===== src/inc/ebmcd_pkg.sv =====
`default_nettype none
package ebmcd_pkg;

  // Register indices; byte address is four times the index
  localparam logic [29:0] IDX_CLK_DIV  = 30'h0000_1C26;
  localparam logic [29:0] IDX_LANE_CTL = 30'h0000_1C33;
  localparam logic [29:0] IDX_STATUS   = 30'h0000_1C34;

  localparam logic [31:0] ADDR_CLK_DIV  = {IDX_CLK_DIV, 2'b00};
  localparam logic [31:0] ADDR_LANE_CTL = {IDX_LANE_CTL, 2'b00};
  localparam logic [31:0] ADDR_STATUS   = {IDX_STATUS, 2'b00};

  // Field positions
  localparam int LANE_SEL_LSB  = 0;
  localparam int HALF_N_POS    = 0;
  localparam int STAT_BUSY_POS = 0;
  localparam int STAT_BEAT_POS = 1;
  localparam int STAT_WID_LSB  = 2;

  // Values after reset
  localparam logic [1:0] LANE_SEL_RESET = 2'h0;
  localparam logic       HALF_N_RESET   = 1'h1;

  // Byte-lane select encodings
  localparam logic [1:0] LANE_WORD     = 2'h0;
  localparam logic [1:0] LANE_HIGH     = 2'h1;
  localparam logic [1:0] LANE_LOW      = 2'h2;
  localparam logic [1:0] LANE_RESERVED = 2'h3;

  // External bus width encodings
  localparam logic [1:0] WIDTH_8  = 2'h0;
  localparam logic [1:0] WIDTH_16 = 2'h1;

  // AHB-Lite
  localparam logic [1:0] HTRANS_NONSEQ = 2'h2;
  localparam logic       HRESP_OKAY    = 1'h0;

  typedef enum logic [1:0] {
    EBMCD_IDLE,
    EBMCD_BEAT,
    EBMCD_DONE
  } ebmcd_state_e;

endpackage
`default_nettype wire


===== src/ebmcd_clk_div.sv =====
`timescale 1ns/1ps
`default_nettype none
module ebmcd_clk_div (
  input  wire logic hclk,
  input  wire logic hresetn,
  input  wire logic full_rate,
  output logic      clk_en
);

  typedef struct packed {
    logic phase;
    logic en;
  } ebmcd_div_s;

  ebmcd_div_s div_reg;
  ebmcd_div_s div_next;

  always_comb begin
    div_next = div_reg;
    if (full_rate) begin
      div_next.phase = 1'b0;
      div_next.en    = 1'b1;
    end else begin
      div_next.phase = ~div_reg.phase;
      div_next.en    = div_reg.phase;
    end
  end

  always_ff @(posedge hclk or negedge hresetn) begin
    if (!hresetn) begin
      div_reg <= '0;
    end else begin
      div_reg <= div_next;
    end
  end

  assign clk_en = div_reg.en;

endmodule // ebmcd_clk_div
`default_nettype wire


===== src/ebmcd_top.sv =====
// Behaviour
// - Lane select governs data, program and register accesses of the CPU.
// - Lane select zero: full 16-bit word access, no masking.
// - Lane select one: byte access on upper byte, lower byte masked.
// - Lane select two: byte access on lower byte, upper byte masked.
// - Divider bit clear: interface enable runs at half the clock rate.
// - Divider bit set: full rate; bit resets to one.
// - Selected rate paces every external access, async and sync alike.
// - Word mode on 8-bit bus: two 8-bit external accesses per word; a register access takes one 16-bit access.
// - Upper-byte mode on 16-bit bus: one access on high lane only.
//
// The AHB-Lite interface to the registers was decided locally.
`timescale 1ns/1ps
`default_nettype none
module ebmcd_top (
  input  wire logic        hclk,
  input  wire logic        hresetn,
  // AHB-Lite slave
  input  wire logic        hsel,
  input  wire logic [31:0] haddr,
  input  wire logic [1:0]  htrans,
  input  wire logic        hwrite,
  input  wire logic [2:0]  hsize,
  input  wire logic [31:0] hwdata,
  input  wire logic        hready,
  output logic             hreadyout,
  output logic [31:0]      hrdata,
  output logic             hresp,
  // CPU word access port
  input  wire logic        cpu_req,
  input  wire logic        cpu_wr,
  input  wire logic        cpu_reg_sel,
  input  wire logic        cpu_prog,
  input  wire logic [22:0] cpu_addr,
  input  wire logic [15:0] cpu_wdata,
  output logic             cpu_ready,
  output logic [15:0]      cpu_rdata,
  // Memory interface side
  input  wire logic [1:0]  external_bus_width,
  input  wire logic        mi_ack,
  input  wire logic [15:0] mi_rdata,
  output logic             mi_req,
  output logic             mi_wr,
  output logic             mi_reg_sel,
  output logic             mi_prog,
  output logic [23:0]      mi_addr,
  output logic [15:0]      mi_wdata,
  output logic [1:0]       mi_be,
  output logic             mi_narrow,
  output logic             mi_clk_en
);

  ////////////////////////////////////////////////////////////////////////////////
  // Decoding helpers

  function automatic logic [1:0] lane_be(input logic [1:0] sel);
    case (sel)
      ebmcd_pkg::LANE_HIGH: lane_be = 2'h2;
      ebmcd_pkg::LANE_LOW:  lane_be = 2'h1;
      default:              lane_be = 2'h3;
    endcase
  endfunction

  function automatic logic [15:0] lane_mask(input logic [15:0] d, input logic [1:0] be);
    logic [15:0] m;
    m = '0;
    for (int i = 0; i < 2; i++) begin
      if (be[i]) begin
        m[i*8 +: 8] = d[i*8 +: 8];
      end
    end
    lane_mask = m;
  endfunction

  ////////////////////////////////////////////////////////////////////////////////
  // State

  typedef struct packed {
    logic [1:0]              lane_sel;
    logic                    half_rate_n;
    logic                    ph_write;
    logic                    ph_lane;
    logic                    ph_div;
    logic [31:0]             rd_data;
    ebmcd_pkg::ebmcd_state_e st;
    logic [15:0]             wdata;
    logic [1:0]              be;
    logic                    narrow;
    logic                    two_beat;
    logic                    beat_hi;
    logic [15:0]             rdata;
    logic                    req;
    logic                    wr;
    logic                    reg_sel;
    logic                    prog;
    logic [23:0]             addr;
    logic [15:0]             out_wdata;
    logic [1:0]              out_be;
  } ebmcd_state_s;

  ebmcd_state_s st_reg;
  ebmcd_state_s st_next;

  logic take;
  logic wdata_ok;

  assign take = hsel & hready & htrans[1];

  ////////////////////////////////////////////////////////////////////////////////
  // Next state

  always_comb begin
    st_next  = st_reg;
    wdata_ok = hwdata[1:0] != ebmcd_pkg::LANE_RESERVED;

    // Data phase of a write; reserved upper bits are dropped
    if (st_reg.ph_write && st_reg.ph_lane && wdata_ok) begin
      st_next.lane_sel = hwdata[ebmcd_pkg::LANE_SEL_LSB +: 2];
    end
    if (st_reg.ph_write && st_reg.ph_div) begin
      st_next.half_rate_n = hwdata[ebmcd_pkg::HALF_N_POS];
    end

    // Address phase
    st_next.ph_write = take & hwrite;
    st_next.ph_lane  = take && haddr == ebmcd_pkg::ADDR_LANE_CTL;
    st_next.ph_div   = take && haddr == ebmcd_pkg::ADDR_CLK_DIV;

    // Read data built from post-write values so back-to-back write/read agree
    if (take && !hwrite) begin
      st_next.rd_data = '0;
      if (haddr == ebmcd_pkg::ADDR_LANE_CTL) begin
        st_next.rd_data[ebmcd_pkg::LANE_SEL_LSB +: 2] = st_next.lane_sel;
      end else if (haddr == ebmcd_pkg::ADDR_CLK_DIV) begin
        st_next.rd_data[ebmcd_pkg::HALF_N_POS] = st_next.half_rate_n;
      end else if (haddr == ebmcd_pkg::ADDR_STATUS) begin
        st_next.rd_data[ebmcd_pkg::STAT_BUSY_POS]     = st_reg.st != ebmcd_pkg::EBMCD_IDLE;
        st_next.rd_data[ebmcd_pkg::STAT_BEAT_POS]     = st_reg.beat_hi;
        st_next.rd_data[ebmcd_pkg::STAT_WID_LSB +: 2] = external_bus_width;
      end
    end

    // CPU access sequencer
    case (st_reg.st)
      ebmcd_pkg::EBMCD_IDLE: begin
        if (cpu_req) begin
          st_next.wr       = cpu_wr;
          st_next.reg_sel  = cpu_reg_sel;
          st_next.prog     = cpu_prog;
          st_next.wdata    = cpu_wdata;
          st_next.be       = lane_be(st_reg.lane_sel);
          st_next.narrow   = !cpu_reg_sel && external_bus_width == ebmcd_pkg::WIDTH_8;
          st_next.two_beat = st_next.narrow && st_next.be == 2'h3;
          st_next.beat_hi  = st_next.narrow && st_next.be == 2'h2;
          st_next.rdata    = '0;
          st_next.req      = 1'b1;
          st_next.addr     = {cpu_addr, st_next.beat_hi};
          if (st_next.narrow) begin
            // Byte beat carries the chosen CPU byte on the low lane
            st_next.out_wdata = {8'h00, st_next.beat_hi ? cpu_wdata[15:8] : cpu_wdata[7:0]};
            st_next.out_be    = st_next.beat_hi ? 2'h2 : 2'h1;
          end else begin
            st_next.out_wdata = lane_mask(cpu_wdata, st_next.be);
            st_next.out_be    = st_next.be;
          end
          st_next.st = ebmcd_pkg::EBMCD_BEAT;
        end
      end
      ebmcd_pkg::EBMCD_BEAT: begin
        if (mi_ack) begin
          if (st_reg.narrow) begin
            if (st_reg.beat_hi) begin
              st_next.rdata[15:8] = mi_rdata[7:0];
            end else begin
              st_next.rdata[7:0] = mi_rdata[7:0];
            end
          end else begin
            st_next.rdata = lane_mask(mi_rdata, st_reg.be);
          end
          if (st_reg.two_beat && !st_reg.beat_hi) begin
            // Second byte of the word follows at the next byte address
            st_next.beat_hi   = 1'b1;
            st_next.addr[0]   = 1'b1;
            st_next.out_wdata = {8'h00, st_reg.wdata[15:8]};
            st_next.out_be    = 2'h2;
          end else begin
            st_next.req = 1'b0;
            st_next.st  = ebmcd_pkg::EBMCD_DONE;
          end
        end
      end
      ebmcd_pkg::EBMCD_DONE: begin
        st_next.st = ebmcd_pkg::EBMCD_IDLE;
      end
      default: begin
        st_next.req = 1'b0;
        st_next.st  = ebmcd_pkg::EBMCD_IDLE;
      end
    endcase
  end

  ////////////////////////////////////////////////////////////////////////////////
  // Registers

  always_ff @(posedge hclk or negedge hresetn) begin
    if (!hresetn) begin
      st_reg             <= '0;
      st_reg.lane_sel    <= ebmcd_pkg::LANE_SEL_RESET;
      st_reg.half_rate_n <= ebmcd_pkg::HALF_N_RESET;
      st_reg.st          <= ebmcd_pkg::EBMCD_IDLE;
    end else begin
      st_reg <= st_next;
    end
  end

  ////////////////////////////////////////////////////////////////////////////////
  // Interface clock enable; the memory interface advances all its timing on it

  ebmcd_clk_div u_div (
    .hclk      (hclk),
    .hresetn   (hresetn),
    .full_rate (st_reg.half_rate_n),
    .clk_en    (mi_clk_en)
  );

  ////////////////////////////////////////////////////////////////////////////////
  // Outputs

  assign hreadyout  = 1'b1;
  assign hresp      = ebmcd_pkg::HRESP_OKAY;
  assign hrdata     = st_reg.rd_data;
  assign cpu_ready  = st_reg.st == ebmcd_pkg::EBMCD_DONE;
  assign cpu_rdata  = st_reg.rdata;
  assign mi_req     = st_reg.req;
  assign mi_wr      = st_reg.wr;
  assign mi_reg_sel = st_reg.reg_sel;
  assign mi_prog    = st_reg.prog;
  assign mi_addr    = st_reg.addr;
  assign mi_wdata   = st_reg.out_wdata;
  assign mi_be      = st_reg.out_be;
  assign mi_narrow  = st_reg.narrow;

endmodule // ebmcd_top
`default_nettype wire


===== config.mk =====
export PLATFORM = sky130hd
export DESIGN_NAME = ebmcd_top
export DESIGN_NICKNAME = d
export VERILOG_FILES = /design/src/inc/ebmcd_pkg.sv /design/src/ebmcd_clk_div.sv /design/src/ebmcd_top.sv
export SDC_FILE = /design/constraint.sdc
export NUM_CORES = 1
export LEC_CHECK = 0
export BUFFER_PORTS_ARGS = -buffer_cell sky130_fd_sc_hd__buf_2
export CORE_MARGIN = 2
export CORE_UTILIZATION = 46
export CTS_CLUSTER_SIZE = 10
export DETAILED_ROUTE_END_ITERATION = 10
export GPL_TIMING_DRIVEN = 0
export PLACE_DENSITY = 0.92
export SKIP_CTS_REPAIR_TIMING = 1
export SLEW_MARGIN = 20
export SYNTH_ARGS = -nofsm -noshare
export SYNTH_HDL_FRONTEND = slang
export SYNTH_HIERARCHICAL = 1
export SYNTH_SLANG_ARGS = --single-unit
export TNS_END_PERCENT = 10

===== constraint.sdc =====
create_clock -name hclk -period 2.23 [get_ports hclk]
set_clock_uncertainty 0.1 [all_clocks]
set_input_delay 0.3345 -clock hclk [delete_from_list [all_inputs] [get_ports hclk]]
set_output_delay 0.3345 -clock hclk [all_outputs]
set_load 0.01 [all_outputs]

==> results.py <==
metrics = {
    "run_status": {
        "status": "completed",
    },
    "place": {
        "dpl_worst_slack_ps": -41.2,
        "dp.cells": 820,
        "port_buffers": 170,
        "dpl.hpwl_mm": 8.80,
        "gp_congestion": 0.832,
        "placed_area_mm2": 0.00570,
    },
    "timing": {
        "whs_ps": 64.2,
        "max_freq_mhz": 492,
        "rsz0062_at_grt": "false",
        "finalCriticalPeriod_ps": 2030,
        "finalHoldViolCount": 0,
        "tns_ps": 0,
        "maxSlewHeadroom": 0.396,
        "worstMarginPinSlew_ps": 899,
        "finalMaxSlewViolations": 0,
        "setup_viol": 0,
        "worst_slack_ps": 197,
        "fin_crit_sh": 0.912,
    },
    "global_routing": {
        "antenna_found_initial": 0,
        "grt_pass1_vias": 3651,
        "grt-ovfl-total": 0,
        "grt_pass1_wl_mm": 17.2,
        "grt_max_degree": 46,
        "grt_usage": 0.208,
    },
    "clock_network": {
        "path_clk_slew_ps": 90,
        "cts.sinks": 88,
        "cts_buffers": 9,
        "clockBufferDepth": 2,
        "tritoncts": "yes",
        "insertion_delay_ps": 360,
        "clockRootBuffer": "clkbuf_8",
        "cts_max_level": 3,
    },
    "critical_path": {
        "worstPathArrival_ps": 2150,
        "endpoint": "mi_wdata[5]",
        "r2r_cells": 6,
        "rr_startpoint": "st_reg[122]",
        "startpoint_type": "flip-flop",
        "worst-r2r-setup-slack_ps": 200,
        "crit_required_ps": 2350,
        "cp-end-kind": "flip-flop",
        "crit_fanout": 10,
        "crit-reg2reg-capture": "mi_wdata[5]",
        "cp-startpoint": "st_reg[122]",
        "criticalPathCategory": "flip-flop to flip-flop",
    },
    "final_layout": {
        "largest_register_ffs": 23,
        "final_area_mm2": 0.00591,
        "fillers": 875,
        "syn2layout_area_growth_pct": 30.1,
        "diodes": 0,
        "multi_input_area_mm2": 0.00165,
        "drive_above_1_share": 0.421,
        "final_nets": 838,
        "fin_cells": 836,
        "regArea_mm2": 0.00220,
        "utilization": 0.610,
    },
    "logic_synthesis": {
        "synthTopCellsByArea": "dfrtp_1 48%, buf_4 15%, nand2_1 9.7%",
        "seq_area_frac_synth": 0.485,
        "synthArstFlopShare": 1.00,
        "yosysWarningCount": 6,
        "synth_top_cell_area_share": 0.479,
        "synthFlopType": "dfrtp_1",
        "synth_edf_count": 0,
        "synth_area_mm2": 0.00454,
        "yosys.area.top_type": "dfrtp_1",
        "syn_area_per_cell_um2": 9.31,
        "synth_cells": 488,
        "ys_seq_elements": 88,
        "synth.distinct_cells": 47,
    },
    "route": {
        "wl_per_cell_um": 13.7,
        "route.detailed.drc": 0,
        "wl_met1_mm": 4.73,
        "viasPerCell": 4.77,
        "dr.pass1.iters": 4,
        "routed_wirelength_mm": 11.4,
        "drtAntennaViolNets": 0,
        "wl_met2_mm": 5.70,
        "top_layer": "met4",
        "wl_met3_um": 820,
        "drt_iter0_drc": 173,
        "dr_total_vias": 3984,
    },
    "floorplan": {
        "start_util": 0.469,
        "die_x_um": 103,
        "die_h_um": 103,
        "num_io_pins": 235,
        "fp-row-count": 36,
        "die_area_mm2": 0.0107,
        "core_area_mm2": 0.00968,
    },
    "power": {
        "ir_drop_v": 0.000417,
        "p_per_area_mw_per_mm2": 924,
        "p_leak_nw": 3.29,
        "fin_total_pwr_mw": 5.46,
    },
    "run": {
        "maxCapViolations": 0,
    },
    "hold_path": {
        "hold_class": "input port to flip-flop",
    },
}
power by group:
part           switching (mW)  total, mW  internal [mW]
combinational            1.05       2.07           1.02
sequential              0.253       2.28           2.03
clock                   0.586       1.11          0.520
metal layers:
| layer | global-route usage | vias to the layer above |
|---|---|---|
| li1 | - | 1957 |
| met1 | 0.261 | 1850 |
| met2 | 0.355 | 161 |
| met3 | 0.0457 | 16 |
| met4 | 0.0729 | 0 |
| met5 | 0 | - |
critical path: stages (launching register included):
cell and delay [ps]:
dfrtp_1 390, inv_1 100, ha_1 160, nor4b_4 580, a21oi_2 220, a22oi_1 240, o22ai_1 100
kinds of logic after synthesis:
group	share of synthesized area
mux	0.00248
fa+ha+maj	0.00826
other cells	0.00165
compound gates	0.146
flops	0.485
buf+inv	0.177
simple gates	0.180
Yosys cell counts, types with 2 or more instances:
master,n
a41o_1,2
conb_1,2
a21oi_1,12
nand2b_1,4
buf_2,5
nand2_1,117
o21ai_1,2
nor4_2,2
clkbuf_1,15
dfrtp_1,87
nor2_1,23
inv_1,6
or4b_1,2
a22oi_1,15
nor4bb_1,2
or3_1,3
a31oi_1,2
o31ai_1,9
and3b_1,2
o22ai_1,9
nor2b_1,6
o41ai_1,7
nand3b_1,2
buf_4,93
nand4b_1,3
ha_1,3
nor4_1,3
o21ai_0,22
a22o_1,9
a21o_1,2
area by class of cell:
cell class                 count  area share
buffer                       113       0.132
clock buffer                   9      0.0210
clock inverter                 6      0.0119
inverter                       6     0.00381
multi-input combinational    309       0.279
sequential                    88       0.373
tap                          133      0.0282
timing repair buffer         172       0.151
worst min-delay path by stage:
stage,startpoint,end,cells after the start
2_1_floorplan,hresetn,cpu_rdata[0],0
3_3_place_gp,u_div/div_reg[1],u_div/div_reg[1],1
3_5_place_dp,hresetn,mi_req,1
4_1_cts,hresetn,cpu_rdata[5],1
5_1_grt,cpu_addr[17],mi_addr[18],3
6_report,cpu_prog,mi_prog,3
cells in the final DEF, fill, tap and decap left out, drive strengths merged, types with 13 or more instances in the layout:
cell	Yosys	layout
a21oi	13	13
a22oi	15	15
buf	98	269
clkbuf	15	24
conb	2	30
dfrtp	87	87
nand2	117	117
nor2	23	23
o21ai	24	24
No activity file was read; power rests on OpenSTA's default activity.
